[src/inc/cpaf_pkg.sv]
/*
  constants for the contactless polling / anticollision receive block:
  register offsets, field positions, reset values, protocol bytes.
  assumes a 40 MHz system clock and a 32-bit apb register bus.
*/
package cpaf_pkg;
  // ----------------------------------------------------------------
  // register map (byte addresses)
  // ----------------------------------------------------------------
  localparam logic [7:0] REG_CTRL = 8'h00;
  localparam logic [7:0] REG_STATUS = 8'h04;
  localparam logic [7:0] REG_ERROR = 8'h08;
  localparam logic [7:0] REG_FIFO_DATA = 8'h0c;
  localparam logic [7:0] REG_FIFO_LEVEL = 8'h10;
  localparam logic [7:0] REG_SYS_CODE = 8'h14;
  localparam logic [7:0] REG_SLOTS = 8'h18;
  localparam logic [7:0] REG_RESP = 8'h1c;
  // ----------------------------------------------------------------
  // field positions
  // ----------------------------------------------------------------
  localparam int CTRL_CONT_RX = 0;
  localparam int CTRL_AUTO_ANTICOLLISION_COMMAND = 1;
  localparam int CTRL_MODE_DET_DIS = 2;
  localparam int CTRL_TMR_LAST = 3;
  localparam int CTRL_SOFT_PD = 4;
  localparam int CTRL_AMP_EN = 5;
  localparam int CTRL_RX_START = 6;
  localparam int CTRL_TMR_START = 7;
  localparam int CTRL_THR_LSB = 8;
  localparam int ERR_OVFL = 0;
  localparam int ERR_PKT = 1;
  localparam int LEVEL_FLUSH = 7;
  localparam int EINFO_CRC_ERR = 0;
  localparam int EINFO_OVFL = 1;
  // ----------------------------------------------------------------
  // fifo and protocol
  // ----------------------------------------------------------------
  localparam int FIFO_DEPTH = 64;
  localparam int FIFO_AW = 6;
  localparam logic [7:0] POLL_CMD = 8'h00;
  localparam logic [7:0] SC_WILDCARD = 8'hff;
  localparam logic [2:0] IDX_CMD = 3'h1;
  localparam logic [2:0] IDX_SC_HI = 3'h2;
  localparam logic [2:0] IDX_SC_LO = 3'h3;
  localparam logic [2:0] IDX_TSN = 3'h5;
  localparam logic [2:0] IDX_MAX = 3'h7;
  localparam logic [1:0] RATE_RSVD = 2'h3;
  localparam logic [15:0] LFSR_SEED = 16'hace1;
  localparam logic [15:0] LFSR_TAPS = 16'hb400;
  // ----------------------------------------------------------------
  // timing
  // ----------------------------------------------------------------
  localparam int CLK_PERIOD_NS = 25;
  localparam int SLOT_TIME_NS = 1208000;
  localparam int SLOT_CYCLES = SLOT_TIME_NS / CLK_PERIOD_NS;
endpackage

[src/rtl/cpaf_fifo_mem.sv]
/*
  byte storage behind the shared receive fifo, one write and one read port.
  assumes the caller owns the pointers; read data comes from a register.
*/
`timescale 1ns/1ps
module cpaf_fifo_mem #(
  parameter int DW = 8,
  parameter int DEPTH = 64,
  parameter int AW = 6
) (
  input wire logic sys_clk_in,
  input wire logic ce_in,
  input wire logic wr_en_in,
  input wire logic [AW-1:0] wr_addr_in,
  input wire logic [DW-1:0] wr_data_in,
  input wire logic rd_en_in,
  input wire logic [AW-1:0] rd_addr_in,
  output logic [DW-1:0] rd_data_out
);
  logic [DW-1:0] mem_q [DEPTH];

  always_ff @(posedge sys_clk_in) begin
    if (ce_in && wr_en_in) begin
      mem_q[wr_addr_in] <= wr_data_in;
    end
    if (ce_in && rd_en_in) begin
      rd_data_out <= mem_q[rd_addr_in];
    end
  end
endmodule

[src/rtl/cpaf_top.sv]
/*
  polling receive path, target auto-anticollision, data mode detector,
  field level detector and polling timeslot timer, with an apb slave.
  assumes byte strobes from the demodulator and level codes from the
  field comparator, all synchronous to sys_clk_in.
*/
// Behaviour
// - timer event every slot or last only
// - continuous receive rearms after every packet
// - error-info byte appended after each stored packet
// - first stored byte is length byte
// - fifo 64 bytes holds three packets
// - byte into full fifo dropped, overflow set
// - auto answering only while anticollision runs
// - random response slot from zero to count
// - answer only on matching system code
// - received ff byte matches any byte
// - mismatch sends no answer
// - other command stops anticollision, stored
// - mode detector locks scheme and rate
// - detector runs in anticollision, field-loss resets
// - disable bit turns detector off
// - 4-bit threshold, high code less sensitive
// - field detection wakes and signals
// - amplifier enable, off in soft power-down
`timescale 1ns/1ps
module cpaf_top
  import cpaf_pkg::*;
#(
  parameter int SLOT_CYC = SLOT_CYCLES,
  parameter int DEPTH = FIFO_DEPTH
) (
  input wire logic sys_clk_in,
  input wire logic rst_in,
  input wire logic ce_in,
  input wire logic [7:0] paddr_in,
  input wire logic psel_in,
  input wire logic penable_in,
  input wire logic pwrite_in,
  input wire logic [31:0] pwdata_in,
  output logic [31:0] prdata_out,
  output logic pready_out,
  output logic pslverr_out,
  input wire logic rx_byte_valid_in,
  input wire logic [7:0] rx_byte_in,
  input wire logic rx_end_in,
  input wire logic rx_crc_ok_in,
  output logic rx_armed_out,
  input wire logic det_valid_in,
  input wire logic [1:0] det_scheme_in,
  input wire logic [1:0] det_rate_in,
  output logic mode_det_active_out,
  output logic mode_locked_out,
  output logic [1:0] rx_scheme_out,
  output logic [1:0] rx_rate_out,
  input wire logic [3:0] rf_level_in,
  output logic field_present_out,
  output logic field_wake_out,
  output logic amp_on_out,
  output logic auto_anticollision_command_active_out,
  output logic resp_req_out,
  output logic [7:0] resp_slot_out,
  output logic timer_event_out,
  output logic timer_running_out
);
  typedef struct packed {
    logic cont_rx;
    logic auto_anticollision_command;
    logic mode_det_dis;
    logic tmr_last;
    logic soft_pd;
    logic amp_en;
    logic amp_on;
    logic [3:0] thr;
    logic [15:0] sys_code;
    logic [7:0] slot_total;
    logic rx_armed;
    logic rx_busy;
    logic [2:0] idx;
    logic [7:0] cmd;
    logic [7:0] sc_hi;
    logic [7:0] sc_lo;
    logic [7:0] timeslot_count;
    logic ovfl;
    logic pkt_err;
    logic pkt_ovfl;
    logic [6:0] wptr;
    logic [6:0] rptr;
    logic [6:0] pkt_wptr;
    logic [15:0] lfsr;
    logic resp_req;
    logic [7:0] resp_slot;
    logic det_lock;
    logic [1:0] det_scheme;
    logic [1:0] det_rate;
    logic field;
    logic wake;
    logic tmr_run;
    logic [31:0] tmr_cnt;
    logic [7:0] tmr_slot;
    logic tmr_evt;
    logic [31:0] prdata;
    logic data_rd;
  } cpaf_state_t;

  cpaf_state_t s_q;
  cpaf_state_t s_d;
  logic wr_en;
  logic [7:0] wr_data;
  logic [5:0] wr_addr;
  logic rd_en;
  logic [7:0] mem_rdata;
  logic [6:0] level;
  logic full;
  logic hit;
  logic setup_rd;
  logic acc_wr;
  logic acc_done;
  logic sc_match;
  logic [16:0] slot_prod;
  logic [7:0] einfo;

  // ----------------------------------------------------------------
  // apb decode
  // ----------------------------------------------------------------
  always_comb begin
    case (paddr_in)
      REG_CTRL, REG_STATUS, REG_ERROR, REG_FIFO_DATA: hit = 1'b1;
      REG_FIFO_LEVEL, REG_SYS_CODE, REG_SLOTS, REG_RESP: hit = 1'b1;
      default: hit = 1'b0;
    endcase
  end

  // zero wait states: read data is captured in the setup cycle
  assign pready_out = 1'b1;
  assign pslverr_out = psel_in & penable_in & ~hit;
  assign setup_rd = psel_in & ~penable_in & ~pwrite_in;
  assign acc_done = psel_in & penable_in & hit;
  assign acc_wr = acc_done & pwrite_in;
  assign rd_en = setup_rd & (paddr_in == REG_FIFO_DATA);
  // host-visible fill from registered pointers, free of same-cycle writes
  assign level = s_q.wptr - s_q.rptr;
  assign prdata_out = s_q.data_rd ? {24'h000000, mem_rdata} : s_q.prdata;

  // ----------------------------------------------------------------
  // fifo storage
  // ----------------------------------------------------------------
  cpaf_fifo_mem #(
    .DW(8),
    .DEPTH(DEPTH),
    .AW(FIFO_AW)
  ) u_mem (
    .sys_clk_in(sys_clk_in),
    .ce_in(ce_in),
    .wr_en_in(wr_en),
    .wr_addr_in(wr_addr),
    .wr_data_in(wr_data),
    .rd_en_in(rd_en),
    .rd_addr_in(s_q.rptr[5:0]),
    .rd_data_out(mem_rdata)
  );

  assign sc_match = (s_q.sc_hi == SC_WILDCARD || s_q.sc_hi == s_q.sys_code[15:8]) &&
                    (s_q.sc_lo == SC_WILDCARD || s_q.sc_lo == s_q.sys_code[7:0]);
  assign slot_prod = 17'(s_q.lfsr[7:0]) * 17'({1'b0, s_q.timeslot_count} + 9'h001);
  assign einfo = 8'(((s_q.pkt_ovfl ? 1 : 0) << EINFO_OVFL) | ((rx_crc_ok_in ? 0 : 1) << EINFO_CRC_ERR));

  // ----------------------------------------------------------------
  // next state
  // ----------------------------------------------------------------
  always_comb begin
    s_d = s_q;
    wr_en = 1'b0;
    wr_data = rx_byte_in;
    s_d.resp_req = 1'b0;
    s_d.tmr_evt = 1'b0;
    s_d.data_rd = 1'b0;
    s_d.lfsr = s_q.lfsr[0] ? ((s_q.lfsr >> 1) ^ LFSR_TAPS) : (s_q.lfsr >> 1);
    // register writes
    if (acc_wr) begin
      case (paddr_in)
        REG_CTRL: begin
          s_d.cont_rx = pwdata_in[CTRL_CONT_RX];
          s_d.auto_anticollision_command = pwdata_in[CTRL_AUTO_ANTICOLLISION_COMMAND];
          s_d.mode_det_dis = pwdata_in[CTRL_MODE_DET_DIS];
          s_d.tmr_last = pwdata_in[CTRL_TMR_LAST];
          s_d.soft_pd = pwdata_in[CTRL_SOFT_PD];
          s_d.amp_en = pwdata_in[CTRL_AMP_EN];
          s_d.thr = pwdata_in[CTRL_THR_LSB +: 4];
          if (pwdata_in[CTRL_RX_START] || pwdata_in[CTRL_AUTO_ANTICOLLISION_COMMAND]) begin
            s_d.rx_armed = 1'b1;
          end else if (!s_q.rx_busy && !pwdata_in[CTRL_CONT_RX]) begin
            s_d.rx_armed = 1'b0;
          end
          if (pwdata_in[CTRL_TMR_START]) begin
            s_d.tmr_run = 1'b1;
            s_d.tmr_cnt = 32'h0;
            s_d.tmr_slot = 8'h00;
          end
        end
        REG_ERROR: begin
          if (pwdata_in[ERR_PKT]) begin
            s_d.pkt_err = 1'b0;
          end
        end
        REG_FIFO_LEVEL: begin
          if (pwdata_in[LEVEL_FLUSH]) begin
            s_d.wptr = 7'h00;
            s_d.rptr = 7'h00;
            s_d.pkt_wptr = 7'h00;
            s_d.ovfl = 1'b0;
          end
        end
        REG_SYS_CODE: s_d.sys_code = pwdata_in[15:0];
        REG_SLOTS: s_d.slot_total = pwdata_in[7:0];
        default: ;
      endcase
    end
    // reads: capture in setup, pop on completion
    if (setup_rd) begin
      case (paddr_in)
        REG_CTRL: s_d.prdata = 32'({s_q.thr, 2'h0, s_q.amp_en, s_q.soft_pd, s_q.tmr_last,
                                   s_q.mode_det_dis, s_q.auto_anticollision_command, s_q.cont_rx});
        REG_STATUS: s_d.prdata = 32'({s_q.tmr_run, 2'h0, s_q.det_rate, 1'b0, s_q.det_scheme,
                                     s_q.det_lock, s_q.field, s_q.rx_busy, s_q.rx_armed,
                                     s_q.auto_anticollision_command});
        REG_ERROR: s_d.prdata = 32'({s_q.pkt_err, s_q.ovfl});
        REG_FIFO_LEVEL: s_d.prdata = 32'(level);
        REG_SYS_CODE: s_d.prdata = 32'(s_q.sys_code);
        REG_SLOTS: s_d.prdata = 32'(s_q.slot_total);
        REG_RESP: s_d.prdata = 32'(s_q.resp_slot);
        default: s_d.prdata = 32'h0;
      endcase
      s_d.data_rd = (paddr_in == REG_FIFO_DATA) && (level != 7'h00);
    end
    if (acc_done && !pwrite_in && s_q.data_rd) begin
      s_d.rptr = s_q.rptr + 7'h01;
    end
    // receive path: bytes stream straight into the fifo
    if (s_q.rx_armed && rx_byte_valid_in) begin
      wr_en = 1'b1;
      if (!s_q.rx_busy) begin
        s_d.rx_busy = 1'b1;
        s_d.idx = 3'h0;
        s_d.pkt_wptr = s_d.wptr;
        s_d.pkt_ovfl = 1'b0;
      end else if (s_q.idx != IDX_MAX) begin
        s_d.idx = s_q.idx + 3'h1;
      end
      case (s_q.rx_busy ? s_q.idx + 3'h1 : 3'h0)
        IDX_CMD: s_d.cmd = rx_byte_in;
        IDX_SC_HI: s_d.sc_hi = rx_byte_in;
        IDX_SC_LO: s_d.sc_lo = rx_byte_in;
        IDX_TSN: s_d.timeslot_count = rx_byte_in;
        default: ;
      endcase
    end else if (s_q.rx_busy && rx_end_in) begin
      s_d.rx_busy = 1'b0;
      s_d.rx_armed = s_q.cont_rx | s_q.auto_anticollision_command;
      if (!rx_crc_ok_in) begin
        s_d.pkt_err = 1'b1;
      end
      if (s_q.auto_anticollision_command && (!rx_crc_ok_in || s_q.cmd == POLL_CMD)) begin
        // polling and broken frames are not kept in target mode
        s_d.wptr = s_d.pkt_wptr;
        if (rx_crc_ok_in && sc_match) begin
          s_d.resp_req = 1'b1;
          s_d.resp_slot = slot_prod[15:8];
        end
      end else begin
        wr_en = 1'b1;
        wr_data = einfo;
        if (s_q.auto_anticollision_command) begin
          s_d.auto_anticollision_command = 1'b0;
          s_d.rx_armed = s_q.cont_rx;
        end
      end
    end
    full = (7'(s_d.wptr - s_d.rptr) == 7'(DEPTH));
    if (wr_en && full) begin
      wr_en = 1'b0;
      s_d.ovfl = 1'b1;
      s_d.pkt_ovfl = 1'b1;
    end else if (wr_en) begin
      s_d.wptr = s_d.wptr + 7'h01;
    end
    wr_addr = s_q.wptr == s_d.wptr ? s_d.wptr[5:0] : s_d.wptr[5:0] - 6'h01;
    // field level detector
    s_d.field = rf_level_in >= s_q.thr;
    s_d.wake = s_d.field & ~s_q.field;
    s_d.amp_on = s_d.amp_en & ~s_d.soft_pd;
    // data mode detector
    if (!s_q.field) begin
      s_d.det_lock = 1'b0;
    end else if (s_q.auto_anticollision_command && !s_q.mode_det_dis && det_valid_in &&
                 det_rate_in != RATE_RSVD) begin
      s_d.det_lock = 1'b1;
      s_d.det_scheme = det_scheme_in;
      s_d.det_rate = det_rate_in;
    end
    // polling timeslot timer
    if (s_q.tmr_run) begin
      if (s_q.tmr_cnt == 32'(SLOT_CYC - 1)) begin
        s_d.tmr_cnt = 32'h0;
        s_d.tmr_evt = !s_q.tmr_last || s_q.tmr_slot == s_q.slot_total;
        if (s_q.tmr_slot == s_q.slot_total) begin
          s_d.tmr_run = 1'b0;
        end else begin
          s_d.tmr_slot = s_q.tmr_slot + 8'h01;
        end
      end else begin
        s_d.tmr_cnt = s_q.tmr_cnt + 32'h1;
      end
    end
  end

  // ----------------------------------------------------------------
  // state register
  // ----------------------------------------------------------------
  always_ff @(posedge sys_clk_in) begin
    if (rst_in) begin
      s_q <= '0;
      s_q.lfsr <= LFSR_SEED;
    end else if (ce_in) begin
      s_q <= s_d;
    end
  end

  assign rx_armed_out = s_q.rx_armed;
  assign mode_det_active_out = s_q.auto_anticollision_command & ~s_q.mode_det_dis;
  assign mode_locked_out = s_q.det_lock;
  assign rx_scheme_out = s_q.det_scheme;
  assign rx_rate_out = s_q.det_rate;
  assign field_present_out = s_q.field;
  assign field_wake_out = s_q.wake;
  assign amp_on_out = s_q.amp_on;
  assign auto_anticollision_command_active_out = s_q.auto_anticollision_command;
  assign resp_req_out = s_q.resp_req;
  assign resp_slot_out = s_q.resp_slot;
  assign timer_event_out = s_q.tmr_evt;
  assign timer_running_out = s_q.tmr_run;
endmodule

[config.mk]
export PLATFORM = sky130hd
export DESIGN_NAME = cpaf_top
export DESIGN_NICKNAME = d
export VERILOG_FILES = /design/src/inc/cpaf_pkg.sv /design/src/rtl/cpaf_fifo_mem.sv /design/src/rtl/cpaf_top.sv
export SDC_FILE = /design/constraint.sdc
export NUM_CORES = 1
export LEC_CHECK = 0
export ABC_AREA = 1
export CAP_MARGIN = 20
export CORE_MARGIN = 2
export CORE_UTILIZATION = 36
export CTS_BUF_LIST = sky130_fd_sc_hd__clkbuf_8
export DETAILED_ROUTE_END_ITERATION = 10
export DONT_BUFFER_PORTS = 1
export GPL_ROUTABILITY_DRIVEN = 1
export PLACE_DENSITY = 0.56
export SYNTH_ARGS = -nofsm -noshare
export SYNTH_HDL_FRONTEND = slang
export SYNTH_HIERARCHICAL = 1
export SYNTH_SLANG_ARGS = --single-unit
[constraint.sdc]
create_clock -name sys_clk_in -period 5.3 [get_ports sys_clk_in]
set_input_delay 1.06 -clock sys_clk_in [delete_from_list [all_inputs] [get_ports sys_clk_in]]
set_output_delay 1.06 -clock sys_clk_in [all_outputs]
set_load 0.02 [all_outputs]
==> metrics.md <==
| Metric | Value |
|---|---|
| Clock Path Buffers | `3` |
| Initial Util | `0.363` |
| Fin crit period | `5.01 ns` |
| Share of cells above drive strength 1 | `0.119` |
| GRT overflow | `0` |
| Initial antenna violation count | `2` |
| RD Place Congestion | `0.893` |
| Final WL | `92.2 mm` |
| Vias/cell | `4.97` |
| CTS Root Cell | `clkbuf_8` |
| Largest net degree at the start of global routing | `226` |
| Hpwl dp | `58.5 mm` |
| Post-Syn Instances | `3,614` |
| P_int | `8.64 mW` |
| Setup TNS | `0 ns` |
| Final instance area | `38,400 um2` |
| Clock power frac | `0.404` |
| Asr flop ratio synth | `0` |
| DRC viols | `0` |
| Vias | `25.4k` |
| Switching Share | `0.259` |
| Number of synthesized flops with an enable pin | `520` |
| Wire length of the first global-routing pass | `143 mm` |
| Required time of the critical path | `5.97 ns` |
| GRT Util Overall | `0.188` |
| Worst VDD drop | `0.227 mV` |
| Final WS setup | `0.293 ns` |
| Core area | `93,300 um2` |
| Routed WL per cell | `18.0 um` |
| DP Worst Slack | `-0.386 ns` |
| Max Clock Skew | `0.0428 ns` |
| RSZ-0062 raised after global routing | `yes` |
| Worst-skew pair later-pin latency | `0.78 ns` |
| Worst Setup End Kind | `register` |
| Cts hold-fix bufs | `0` |
| Setup CP Type | `register to register` |
| Seq pwr share | `0.513` |
| Ranking of synthesized cells by area | `edfxtp_1 (46%), nand2_1 (11%), dfxtp_1 (11%)` |
| Row count | `112` |
| Worst-margin pin slew | `1.19 ns` |
| Placed Instance Area | `36,000 um2` |
| Cell Area, Synth | `33,900 um2` |
| CTS HTree Levels | `3` |
| Switching power | `3.02 mW` |
| CP bufs+invs | `5` |
| Final hold violation count | `0` |
| Area growth syn-to-layout | `13.3%` |
| Placed insts | `4,901` |
| Final total power | `11.7 mW` |
| Post-synthesis sequential area ratio | `0.571` |
| Non-filler cells, final | `5,120` |
| Number of I/O pins | `122` |
| Nets | `3,929` |
| TritonCTS clock tree | `done` |
| Synth Flop Type | `edfxtp_1` |
| Vias in the first global route | `24.3k` |
| Synth Register Bits | `707` |
| Worst EP arrival | `5.68 ns` |
| Delay of the slowest cell on the worst path | `0.55 ns` |
| Power per cell area | `304 nW/um2` |
| Count of cell types in the netlist | `58` |
| Worst-path fanout max | `5` |
| Final Setup Violations | `0` |
| Die Height | `311 um` |
| Yosys top cell by area | `edfxtp_1` |
| Critical-path cell list | `buf_4 > nand3_1 > nand2_1 > nand2_1 > inv_2 > nand2_1 > fa_1 > fa_1 > inv_1 > fa_1 > inv_1 > fa_1 > inv_1 > ha_1 > a21oi_1 > o21ai_0 > a21o_1 > nand2_1 > nand2_2 > a31o_2 > a21o_1 > a21boi_1 > xor2_1 > a21oi_1` |
| Slew headroom | `0.209` |
| Comb pwr share | `0.083` |
| Min Hold Slack | `0.379 ns` |
| Die W | `311 um` |
| Total CTS buffers | `118` |
| Max-cap check violation count | `0` |
| Pleak | `15.0 nW` |
| Clk slew on worst S/H paths | `0.06 ns` |
| Die area | `96,600 um2` |
| Clock Sinks | `707` |
| Min-delay worst type | `input port to register` |
| Fin crit share | `0.945` |
| CP Launch Type | `register` |
| Port-buffer cells | `0` |
| Crit path max-delay family | `adder cells` |
| Avg Inst Size Synth | `9.38 um2` |
| Slew Limit Fails | `0` |
| Outcome | `completed` |
| Synth top area share | `0.461` |
| Max Fclk | `200 MHz` |
| Detailed Routing Iterations Pass 1 | `7` |
| Number of DRC markers in iteration 0 | `2,191` |
| Cell at the slowest stage of the critical path | `fa_1` |
| Number of synthesis warnings | `6` |
| ANT nets after route | `0` |
| Final Util | `0.411` |
-- cells in the mapped netlist, types with 3 or more instances --
cell type and count:
a21o_1 3, inv_2 8, nand4_1 48, o211ai_1 5, xor2_1 32, o21ai_2 4
nand2_2 11, buf_2 43, o21bai_1 3, buf_6 26, o21ai_0 141, o2111ai_1 7
a31oi_1 6, nand3_1 506, o21ai_1 5, nor2_4 3, nor4_1 9, clkinv_1 3
nand2_1 1011, or2_2 4, fa_1 41, nor3_1 39, xnor2_1 20, dfxtp_1 187
a21oi_1 159, nand3_2 6, o31ai_1 4, inv_1 278, o22ai_1 5, buf_4 57
buf_1 11, nor2_2 9, clkbuf_1 54, a211oi_1 8, ha_1 55, nand3b_1 3
edfxtp_1 520, a221oi_1 9, nor2_1 239, nor3_2 3
-- cell type report --
type	count	area (um2)
Clock inverter	89	528
Fill cell	9327	54900
Clock buffer	129	1780
Multi-Input combinational cell	2439	12400
Sequential cell	707	19400
Inverter	290	1100
Timing Repair Buffer	211	1650
Tap cell	1254	1570
Antenna cell	1	2.50
-- cell families (layout without fill, tap and decap cells) --
logic type | count (synthesis) | after routing | synth area share
and+or+nand+nor | 1899 | 1899 | 0.241
DFF | 707 | 707 | 0.571
buffers and inverters | 483 | 719 | 0.0680
AOI/OAI and AO/OA | 375 | 375 | 0.0615
adders and majority gates | 96 | 96 | 0.0445
xor gates and xnor gates | 52 | 52 | 0.0134
other | 2 | 18 | 0.000222
-- power groups by stage --
stage / Clock, mW / Combinational, mW / Sequential, mW
floorplan: 0 / 0.660 / 6.09
global placement: 0 / 0.956 / 6.10
detailed placement: 0 / 0.966 / 6.10
CTS: 4.84 / 0.969 / 5.98
global route: 5.07 / 1.08 / 5.98
finish: 4.72 / 0.972 / 5.98
-- cells in the final DEF (no fill, tap or decap), types with 5 or more instances in the layout --
| cell | instances |
|---|---|
| a31oi_1 | 6 |
| nand4_1 | 48 |
| a221oi_1 | 9 |
| o211ai_1 | 5 |
| inv_2 | 12 |
| nand2_1 | 1010 |
| o21ai_0 | 138 |
| clkbuf_8 | 129 |
| buf_12 | 5 |
| xor2_1 | 31 |
| ha_1 | 54 |
| nor2_2 | 14 |
| nor3_1 | 38 |
| nor2_1 | 228 |
| a21oi_1 | 159 |
| a211oi_1 | 8 |
| clkinv_1 | 30 |
| inv_1 | 301 |
| nand3_2 | 5 |
| buf_4 | 206 |
| o22ai_1 | 5 |
| o2111ai_1 | 7 |
| nor2_4 | 9 |
| clkinv_2 | 22 |
| nand2_2 | 12 |
| nor4_1 | 9 |
| dfxtp_1 | 182 |
| edfxtp_1 | 520 |
| o21ai_1 | 6 |
| conb_1 | 17 |
| fa_1 | 41 |
| xnor2_1 | 20 |
| nand3_1 | 506 |
-- path summary, 6_finish.rpt --
path                                            start                             to  slack, ns  cells past startpoint
worst max-delay path            s_q[133]$_SDFFE_PP0P_  resp_slot_out[7]$_SDFFE_PP0P_       0.29                     24
worst max register to register  s_q[133]$_SDFFE_PP0P_  resp_slot_out[7]$_SDFFE_PP0P_       0.29                     24
worst min register to register  s_q[107]$_SDFFE_PP0P_          s_q[107]$_SDFFE_PP0P_       0.46                      2
worst min-delay path                           rst_in   timer_event_out$_SDFFE_PP0P_       0.38                      1
-- state kept, by name (all words and copies together), names as in the netlist, 2 cells and up --
name               count
resp_slot_out          8
s_q                  166
u_mem/rd_data_out      8
rx_rate_out            2
u_mem/mem_q          512
rx_scheme_out          2
-- timing repair --
item	CTS	global route
endpoints found under the setup margin	0	195
resized for setup	0	13
setup buffers	0	0
-- per-layer routing --
layer	share of wire	wire length [um]	global-route usage	up-vias
li1	-	-	-	12504
met1	0.45	41300	0.258	12084
met2	0.47	43300	0.307	692
met3	0.058	5380	0.0292	142
met4	0.023	2160	0.0541	0
met5	0	0	0	-
Power figures use the tool's default switching activity.
